`config.mk`:
```
export PLATFORM = sky130hd
export DESIGN_NAME = acsf_top
export DESIGN_NICKNAME = d
export VERILOG_FILES = /design/src/verilog/acsf_pkg.sv /design/src/verilog/acsf_top.sv /design/src/verilog/acsf_alert_chan.sv
export VERILOG_INCLUDE_DIRS = /design/src /design/src/verilog
export SDC_FILE = /design/constraint.sdc
export NUM_CORES = 1
export LEC_CHECK = 0
export ABC_AREA = 1
export BUFFER_PORTS_ARGS = -buffer_cell sky130_fd_sc_hd__buf_2
export CAP_MARGIN = 20
export CORE_ASPECT_RATIO = 1.5
export CORE_MARGIN = 5
export CORE_UTILIZATION = 35
export DETAILED_ROUTE_END_ITERATION = 7
export GPL_TIMING_DRIVEN = 0
export PLACE_DENSITY = 0.54
export REMOVE_ABC_BUFFERS = 1
export SLEW_MARGIN = 15
export SYNTH_ARGS = -nofsm -noshare
export SYNTH_HDL_FRONTEND = slang
export SYNTH_SLANG_ARGS = --single-unit
```
`constraint.sdc`:
```
create_clock -name clock -period 3.5 [get_ports clock]
set_input_delay 0.35 -clock clock [delete_from_list [all_inputs] [get_ports clock]]
set_output_delay 0.35 -clock clock [all_outputs]
set_load 0.1 [all_outputs]
```
`src/verilog/acsf_defs.svh`:
```
// Constants for the alert and clamp status flag block.
// Assumes it is included by bare name from the top module.
//
// Operation
// Enabled conversion at/above upper threshold sets upper flag.
// Enabled conversion at/below lower threshold sets lower flag.
// Flags stay clear while detection is disabled.
// Reading the alert register clears its set flags.
// Alert mode one: hysteresis range also clears flag.
// Clamp register bit x shows clamp x active.
// Clamp bits never latch, follow clamp state.
// Alert at 0x0018, clamp at 0x001a, reset zero.
// Two bits per channel, lower above upper.
// Alert mode select is setup register bit 7.
// New alert during clearing read stays set.
`ifndef ACSF_DEFS_SVH
`define ACSF_DEFS_SVH

// ****************************************************************
// Register map
// ****************************************************************
`define ACSF_ALERT_ADDR 16'h0018
`define ACSF_CLAMP_ADDR 16'h001a
`define ACSF_ALERT_RST  8'h00
`define ACSF_CLAMP_RST  8'h00
`define ACSF_RDATA_RST  8'h00

// ****************************************************************
// Field positions
// ****************************************************************
`define ACSF_MODE_BIT   7
`define ACSF_FIRST_CH   4'hc
`define ACSF_NUM_CH     4

`endif

```
`src/verilog/acsf_pkg.sv`:
```
// Types shared by the alert and clamp status flag block.
// Assumes the constants header sits beside it on the include path.
package acsf_pkg;

  // ****************************************************************
  // Register select decoded from a read address
  // ****************************************************************
  typedef enum logic [1:0] {
    ACSF_SEL_NONE  = 2'b00,
    ACSF_SEL_ALERT = 2'b01,
    ACSF_SEL_CLAMP = 2'b10
  } acsf_sel_e;

  // One register byte as seen by the host.
  typedef logic [7:0] acsf_byte_t;

endpackage

```
`src/verilog/acsf_top.sv`:
```
// Alert status for channels 12 to 15 and clamp status for 0 to 7.
// Assumes conversion results, thresholds, enables and the setup byte
// come from logic on this clock; the clamp levels come from the
// analog front end and are asynchronous to it.
`timescale 1ns/1ps
`include "acsf_defs.svh"
module acsf_top #(
  parameter int DW = 16,
  parameter int AW = 16
) (
  input  wire logic                             clock,
  input  wire logic                             srst,
  input  wire logic                             conv_valid,
  input  wire logic [3:0]                       conv_chan,
  input  wire logic [DW-1:0]                    conv_result,
  input  wire logic [`ACSF_NUM_CH-1:0][DW-1:0]  upper_thr,
  input  wire logic [`ACSF_NUM_CH-1:0][DW-1:0]  lower_thr,
  input  wire logic [`ACSF_NUM_CH-1:0][DW-1:0]  hyst_val,
  input  wire logic [`ACSF_NUM_CH-1:0]          detect_en,
  input  wire logic [7:0]                       setup_byte,
  input  wire logic [7:0]                       clamp_pin,
  input  wire logic                             rd_strobe,
  input  wire logic [AW-1:0]                    rd_addr,
  output logic [7:0]                            rd_data,
  output logic                                  rd_valid,
  output logic [7:0]                            alert_flags_upper_channels,
  output logic [7:0]                            clamp_flags_low_channels
);

  // ****************************************************************
  // Address decode
  // ****************************************************************

  // Maps a read address onto the register it selects. Both the read
  // path and the checks below use it, so the map lives in one place.
  function automatic acsf_pkg::acsf_sel_e sel_of(input logic [AW-1:0] a);
    acsf_pkg::acsf_sel_e s;
    s = acsf_pkg::ACSF_SEL_NONE;
    // register addresses
    if (a == AW'(`ACSF_ALERT_ADDR)) begin
      s = acsf_pkg::ACSF_SEL_ALERT;
    end else if (a == AW'(`ACSF_CLAMP_ADDR)) begin
      s = acsf_pkg::ACSF_SEL_CLAMP;
    end
    return s;
  endfunction

  acsf_pkg::acsf_sel_e rd_sel;       // Register picked by this read.
  logic                alert_rd_clr; // Clearing read of alert flags.

  // Decode of the current read request.
  always_comb begin
    rd_sel       = sel_of(rd_addr);
    // read clears alerts
    alert_rd_clr = rd_strobe && (rd_sel == acsf_pkg::ACSF_SEL_ALERT);
  end

  // ****************************************************************
  // Alert flags, one instance per channel
  // ****************************************************************
  logic [`ACSF_NUM_CH-1:0] over_flags;   // Upper flags, channel order.
  logic [`ACSF_NUM_CH-1:0] under_flags;  // Lower flags, channel order.
  logic                    alert_mode;   // Hysteresis clearing allowed.

  // mode from setup bit
  assign alert_mode = setup_byte[`ACSF_MODE_BIT];

  for (genvar i = 0; i < `ACSF_NUM_CH; i++) begin : g_chan
    logic hit;  // A conversion for this channel is presented.

    // Route each conversion only to its own channel.
    assign hit = conv_valid &&
                 (conv_chan == 4'(`ACSF_FIRST_CH + 4'(i)));

    acsf_alert_chan #(
      .DW (DW)
    ) u_chan (
      .clock      (clock),
      .srst       (srst),
      .conv_hit   (hit),
      .result     (conv_result),
      .upper_thr  (upper_thr[i]),
      .lower_thr  (lower_thr[i]),
      .hyst_val   (hyst_val[i]),
      .detect_en  (detect_en[i]),
      .alert_mode (alert_mode),
      .read_clr   (alert_rd_clr),
      .over_flag  (over_flags[i]),
      .under_flag (under_flags[i])
    );

    // lower above upper
    assign alert_flags_upper_channels[2*i]   = over_flags[i];
    assign alert_flags_upper_channels[2*i+1] = under_flags[i];
  end

  // ****************************************************************
  // Clamp flags
  // ****************************************************************
  logic [7:0] clamp_sync1_reg;  // First synchroniser stage.
  logic [7:0] clamp_sync2_reg;  // Second synchroniser stage.
  logic [7:0] clamp_reg;        // Live clamp state seen by the host.
  logic [7:0] clamp_next;       // Its next value.

  // The clamp bits are levels, not events, so a plain two stage
  // synchroniser is enough. A clamp pulse shorter than a clock period
  // may be missed; the host only ever sees the settled state.
  always_comb begin
    // follow clamp level
    clamp_next = clamp_sync2_reg;
  end

  // Synchroniser and output stage.
  always_ff @(posedge clock) begin
    if (srst) begin
      clamp_sync1_reg <= `ACSF_CLAMP_RST;
      clamp_sync2_reg <= `ACSF_CLAMP_RST;
      clamp_reg       <= `ACSF_CLAMP_RST;
    end else begin
      clamp_sync1_reg <= clamp_pin;
      clamp_sync2_reg <= clamp_sync1_reg;
      clamp_reg       <= clamp_next;
    end
  end

  assign clamp_flags_low_channels = clamp_reg;

  // ****************************************************************
  // Read port
  // ****************************************************************
  acsf_pkg::acsf_byte_t rd_data_reg;   // Byte returned to the host.
  acsf_pkg::acsf_byte_t rd_data_next;  // Its next value.
  logic                 rd_valid_reg;  // One cycle read answer strobe.
  logic                 rd_valid_next; // Its next value.

  // Every read is answered one cycle later. The alert byte is the
  // value held before the clear, so each set flag is reported once.
  // An address outside the map answers with zero.
  always_comb begin
    rd_data_next  = rd_data_reg;
    rd_valid_next = rd_strobe;
    if (rd_strobe) begin
      unique case (rd_sel)
        acsf_pkg::ACSF_SEL_ALERT: begin
          // report before clear
          rd_data_next = alert_flags_upper_channels;
        end
        acsf_pkg::ACSF_SEL_CLAMP: begin
          // clamp byte
          rd_data_next = clamp_reg;
        end
        default: begin
          // Unmapped addresses read as zero.
          rd_data_next = `ACSF_RDATA_RST;
        end
      endcase
    end
  end

  // Read answer registers.
  always_ff @(posedge clock) begin
    if (srst) begin
      rd_data_reg  <= `ACSF_RDATA_RST;
      rd_valid_reg <= 1'b0;
    end else begin
      rd_data_reg  <= rd_data_next;
      rd_valid_reg <= rd_valid_next;
    end
  end

  assign rd_data  = rd_data_reg;
  assign rd_valid = rd_valid_reg;
endmodule

```
`src/verilog/acsf_alert_chan.sv`:
```
// Upper and lower alert flags of one analog channel.
// Assumes conversion inputs come from logic on the same clock.
`timescale 1ns/1ps
module acsf_alert_chan #(
  parameter int DW = 16
) (
  input  wire logic          clock,
  input  wire logic          srst,
  input  wire logic          conv_hit,
  input  wire logic [DW-1:0] result,
  input  wire logic [DW-1:0] upper_thr,
  input  wire logic [DW-1:0] lower_thr,
  input  wire logic [DW-1:0] hyst_val,
  input  wire logic          detect_en,
  input  wire logic          alert_mode,
  input  wire logic          read_clr,
  output logic               over_flag,
  output logic               under_flag
);

  // ****************************************************************
  // Flag state
  // ****************************************************************
  logic over_reg;    // Upper alert flag.
  logic over_next;   // Its next value.
  logic under_reg;   // Lower alert flag.
  logic under_next;  // Its next value.
  logic over_set;    // Upper threshold crossed this cycle.
  logic under_set;   // Lower threshold crossed this cycle.
  logic over_hclr;   // Result back below upper minus hysteresis.
  logic under_hclr;  // Result back above lower plus hysteresis.

  // Next flag values. The widened sums keep the hysteresis band from
  // wrapping round at either end of the code range.
  always_comb begin
    // upper set
    over_set   = conv_hit && detect_en && (result >= upper_thr);
    // lower set
    under_set  = conv_hit && detect_en && (result <= lower_thr);
    // hysteresis clear
    over_hclr  = conv_hit && alert_mode &&
                 ({1'b0, result} + {1'b0, hyst_val} < {1'b0, upper_thr});
    under_hclr = conv_hit && alert_mode &&
                 ({1'b0, result} > {1'b0, lower_thr} + {1'b0, hyst_val});
    if (!detect_en) begin
      // disabled holds clear
      over_next  = 1'b0;
      under_next = 1'b0;
    end else begin
      // set beats clear
      over_next  = over_set  || (over_reg  && !read_clr && !over_hclr);
      under_next = under_set || (under_reg && !read_clr && !under_hclr);
    end
  end

  // Register the flags.
  always_ff @(posedge clock) begin
    if (srst) begin
      over_reg  <= 1'b0;
      under_reg <= 1'b0;
    end else begin
      over_reg  <= over_next;
      under_reg <= under_next;
    end
  end

  assign over_flag  = over_reg;
  assign under_flag = under_reg;
endmodule

```
==> results <==
- The largest family of logic cells by synthesized area is adder cells.
- The area of the mapped netlist is roughly 0.013 mm².
- Measured against the total synthesized area, the mux share comes to 0%.
- The antenna violation net count after detailed routing is 0.
- The area added between synthesis and finish is 16.0%.
- For this run, the number of Yosys warnings is 0.
- The total global-route track usage is about 20%.
- The cell sitting at the root of the clock tree is a sky130_fd_sc_hd__clkbuf_16.
- After floorplanning, the core was divided into 86 placement rows.
- The ratio of cells with drive above 1 in the final layout is between 10% and 20%.
- The aggregate global routing overflow is 0.
- Dividing total power by cell area gives a power density of about 230 mW/mm².
- Input and output buffers added on the ports amount to around 270.
- The wire length per cell is around 16 µm.
- The share of the synthesized netlist area taken by xor and xnor gates is around 7.5%.
- The clock net in this run drives a total of between 40 and 50 sinks.
- The leading cell type in the layout, fill and taps excluded is sky130_fd_sc_hd__nand2_1.
- The worst path uses 90.2% of the clock period.
- The TritonCTS clock tree is yes.
- The cell count after synthesis is around 1900.
- Of the total synthesized cell area, the portion taken by AND, OR, NAND and NOR gates is about 21%.
- The category of the worst setup path launch point is an input pin.
- TritonCTS created 5 clock buffers.
- Across the VDD grid, the largest voltage drop is approximately 0.23 mV.
- The boundary pin count is 277.
- Wires add up to between 40000 and 50000 µm.
- For this run, design rule violations remaining after detail routing come to 0.
- The longest clock path from root to sink contains 2 buffers.
- The maximum number of pins on one net before global-route repair is 27.
- The total count of max-transition violations in the final report is 0.
- The area of the die is approximately 0.041 mm².
- The first-pass iteration count of the detailed router is 4.
- The cell area after layout is ~0.015 mm².
- Of all nets on the critical path, the largest fanout is 4.
- The total core area is roughly 0.037 mm².
- The placer congestion estimate is 0.884.
- The post-synthesis share of cell area spent on full adders, half adders and majority gates is between 30% and 40%.
- For this design the static power due to leakage is between 8 and 9 nW.
- The post-layout minimum cycle time is roughly 3.2 ns.
- The critical path capture point type is a register.
- The number of global-route vias before repair came to 13241.
- The sequential area share after synthesis is under 10%.
- The filler cells instantiated in the layout total around 4000.
- Summing over every cut layer, the via total after detailed routing is ~13000.
- The number of nets in the layout is about 2800.
- The sequential cells in the finished layout cover a total of about 820 µm².
- The number of buffers inserted for hold repair after clock tree synthesis is 0.
- After clock tree synthesis, the clock-pin slew on the worst setup and hold paths is ~0.06 ns.
- The number of flops mapped to enable cells by yosys is 0.
- The arrival time at the worst endpoint is between 3 and 4 ns.
- The upper clock frequency limit is roughly 320 MHz.
- The first-pass GRT wire length is between 60000 and 70000 µm.
- The actual slew at the worst max-slew pin is around 0.95 ns.
- The placed instance area is roughly 0.015 mm².
- STA puts the critical path data required time at around 3.7 ns.
- The count of endpoints failing setup in the final report is 0.
- The routed via count divided by cell count is around 5.
- The multi-input combinational cell area is around 0.011 mm².
- The max-cap violation count is 0.
- The setup path with the least slack is of type in2reg.
- In this run the mean area of a mapped cell was ~6.8 µm².
- The initial antenna violation count is 4.
- The total number of H-tree levels is 2.
- The path class of the lowest-slack min-delay path is in2reg.
- The dominant synthesized flop cell is sky130_fd_sc_hd__dfxtp_1.
- For this run, asynchronously set or reset flops after synthesis account for 0%.
- The first routing iteration left ~430 violations.
- The worst slew margin relative to its limit is a little over a third.
- The number of register bits inferred by synthesis is roughly 40.
- The complex-gate fraction of the synthesized area is between 10% and 20%.
- The clock insertion delay at the later pin of the skew report is about 0.29 ns.
- For the final database, setup skew stands at 0.00188 ns.
- The die is 246 µm tall.
- Setup repair after global routing left no endpoint under its margin.
- The number of hold-slack violations in the final timing report came to 0.
- The flow ran to the end, and the final reports show no timing, DRC or antenna violations.
- The starting density of the core is 35.5%.
- Counting distinct cell types in the post-synthesis netlist gives a little under 50.
- The total power is 0.00347 W.
- In the layout the commonest cells are 408 x sky130_fd_sc_hd__nand2_1, 380 x sky130_fd_sc_hd__ha_1, 311 x sky130_fd_sc_hd__inv_1, 267 x sky130_fd_sc_hd__buf_2, 243 x sky130_fd_sc_hd__a21oi_1.
- Detailed placement ended at an HPWL of between 30000 and 40000 µm.
- The die is approximately 170 µm wide.
layout make-up:
cell class                 instances  share of cell area [%]
tap                              484                    4.00
timing repair buffer             272                    9.16
clock buffer                       6                   0.852
inverter                         314                    7.81
antenna                            1                  0.0165
sequential                        41                    5.42
clock inverter                     2                   0.256
multi-input combinational       1562                    72.5
synth_stat cells (11+ instances only):
library cell	number	area (µm²)
sky130_fd_sc_hd__nand2_1	408	1530
sky130_fd_sc_hd__ha_1	380	4750
sky130_fd_sc_hd__inv_1	312	1170
sky130_fd_sc_hd__a21oi_1	243	1220
sky130_fd_sc_hd__nor2_1	97	364
sky130_fd_sc_hd__nand3_1	76	380
sky130_fd_sc_hd__xor2_1	73	639
sky130_fd_sc_hd__o21ai_0	57	285
sky130_fd_sc_hd__dfxtp_1	41	821
sky130_fd_sc_hd__xnor2_1	38	333
sky130_fd_sc_hd__nor3_1	32	160
sky130_fd_sc_hd__nand4_1	25	156
sky130_fd_sc_hd__o21ai_1	18	90.1
sky130_fd_sc_hd__o21ai_2	11	96.3
layer usage:
metal  GRT usage [%]  wire length, µm
met3            2.84             1860
met4            7.48             1800
met5               0               15
met2            40.2            23200
met1            20.8            16400
worst max-delay path, stage by stage:
cell                       delay, ns
sky130_fd_sc_hd__buf_2          0.12
sky130_fd_sc_hd__ha_1           0.22
sky130_fd_sc_hd__fa_1           0.41
sky130_fd_sc_hd__nand3_1        0.10
sky130_fd_sc_hd__nand2_1        0.09
sky130_fd_sc_hd__a21oi_2        0.19
sky130_fd_sc_hd__o21ai_2        0.11
sky130_fd_sc_hd__a21oi_1        0.24
sky130_fd_sc_hd__xor2_1         0.22
sky130_fd_sc_hd__ha_1           0.27
sky130_fd_sc_hd__nand2_1        0.10
sky130_fd_sc_hd__inv_1          0.05
sky130_fd_sc_hd__nand3_1        0.10
sky130_fd_sc_hd__inv_1          0.05
sky130_fd_sc_hd__a21oi_1        0.13
sky130_fd_sc_hd__nand2_1        0.06
sky130_fd_sc_hd__nand2_1        0.07
sky130_fd_sc_hd__a21boi_0       0.08
sky130_fd_sc_hd__o21ai_1        0.21
sky130_fd_sc_hd__nand2_1        0.08
sky130_fd_sc_hd__a21oi_1        0.13
report_power, final:
| part | switching [W] | leakage [nW] | internal, W | total [W] |
|---|---|---|---|---|
| clock | 0.000202 | 0.0811 | 0.000338 | 0.000541 |
| combinational | 0.00145 | 8.16 | 0.00100 | 0.00245 |
| sequential | 0.00000413 | 0.335 | 0.000478 | 0.000483 |
| total | 0.00165 | 8.58 | 0.00182 | 0.00347 |
cell families after synthesis:
kind of cell,Yosys count
flops,41
xor+xnor,111
fa+ha+maj,388
buf+inv,327
simple gates,662
compound gates,401
path summary, 6_finish.rpt:
kind	to	cells after the start	slack [ns]	start
min reg2reg	clamp_next[3]$_SDFF_PP0_	2	0.40	clamp_sync1_reg[3]$_SDFF_PP0_
max	g_chan[0].u_chan.under_flag$_SDFF_PP0_	21	0.34	lower_thr[0]
min	clamp_sync1_reg[3]$_SDFF_PP0_	3	0.26	clamp_pin[3]
max reg2reg	rd_data[7]$_SDFFE_PP0P_	4	2.58	g_chan[3].u_chan.under_flag$_SDFF_PP0_
stage by stage:
step | std cells | hold slack [ns] | TNS, ns | util, % | setup WS, ns
after floorplan | 1917 | 0.388 | 0 | - | 0.674
after global placement | 2670 | 0.390 | -2.13 | 40.5 | -0.576
after detailed placement | 2670 | 0.395 | -2.28 | 40.5 | -0.604
after CTS | 2680 | 0.251 | 0 | 41.1 | 0.111
after global routing | 2681 | 0.268 | 0 | 41.1 | 0.0382
final | 2682 | 0.260 | 0 | 41.1 | 0.344
what timing repair did:
| action | in CTS | in global routing |
|---|---|---|
| setup endpoints to repair | 4 | 4 |
| resized for setup | 2 | 4 |
| pin swaps | 0 | 1 |
| setup buffers | 2 | 1 |
Note: power is estimated with default switching activity, not from simulation.
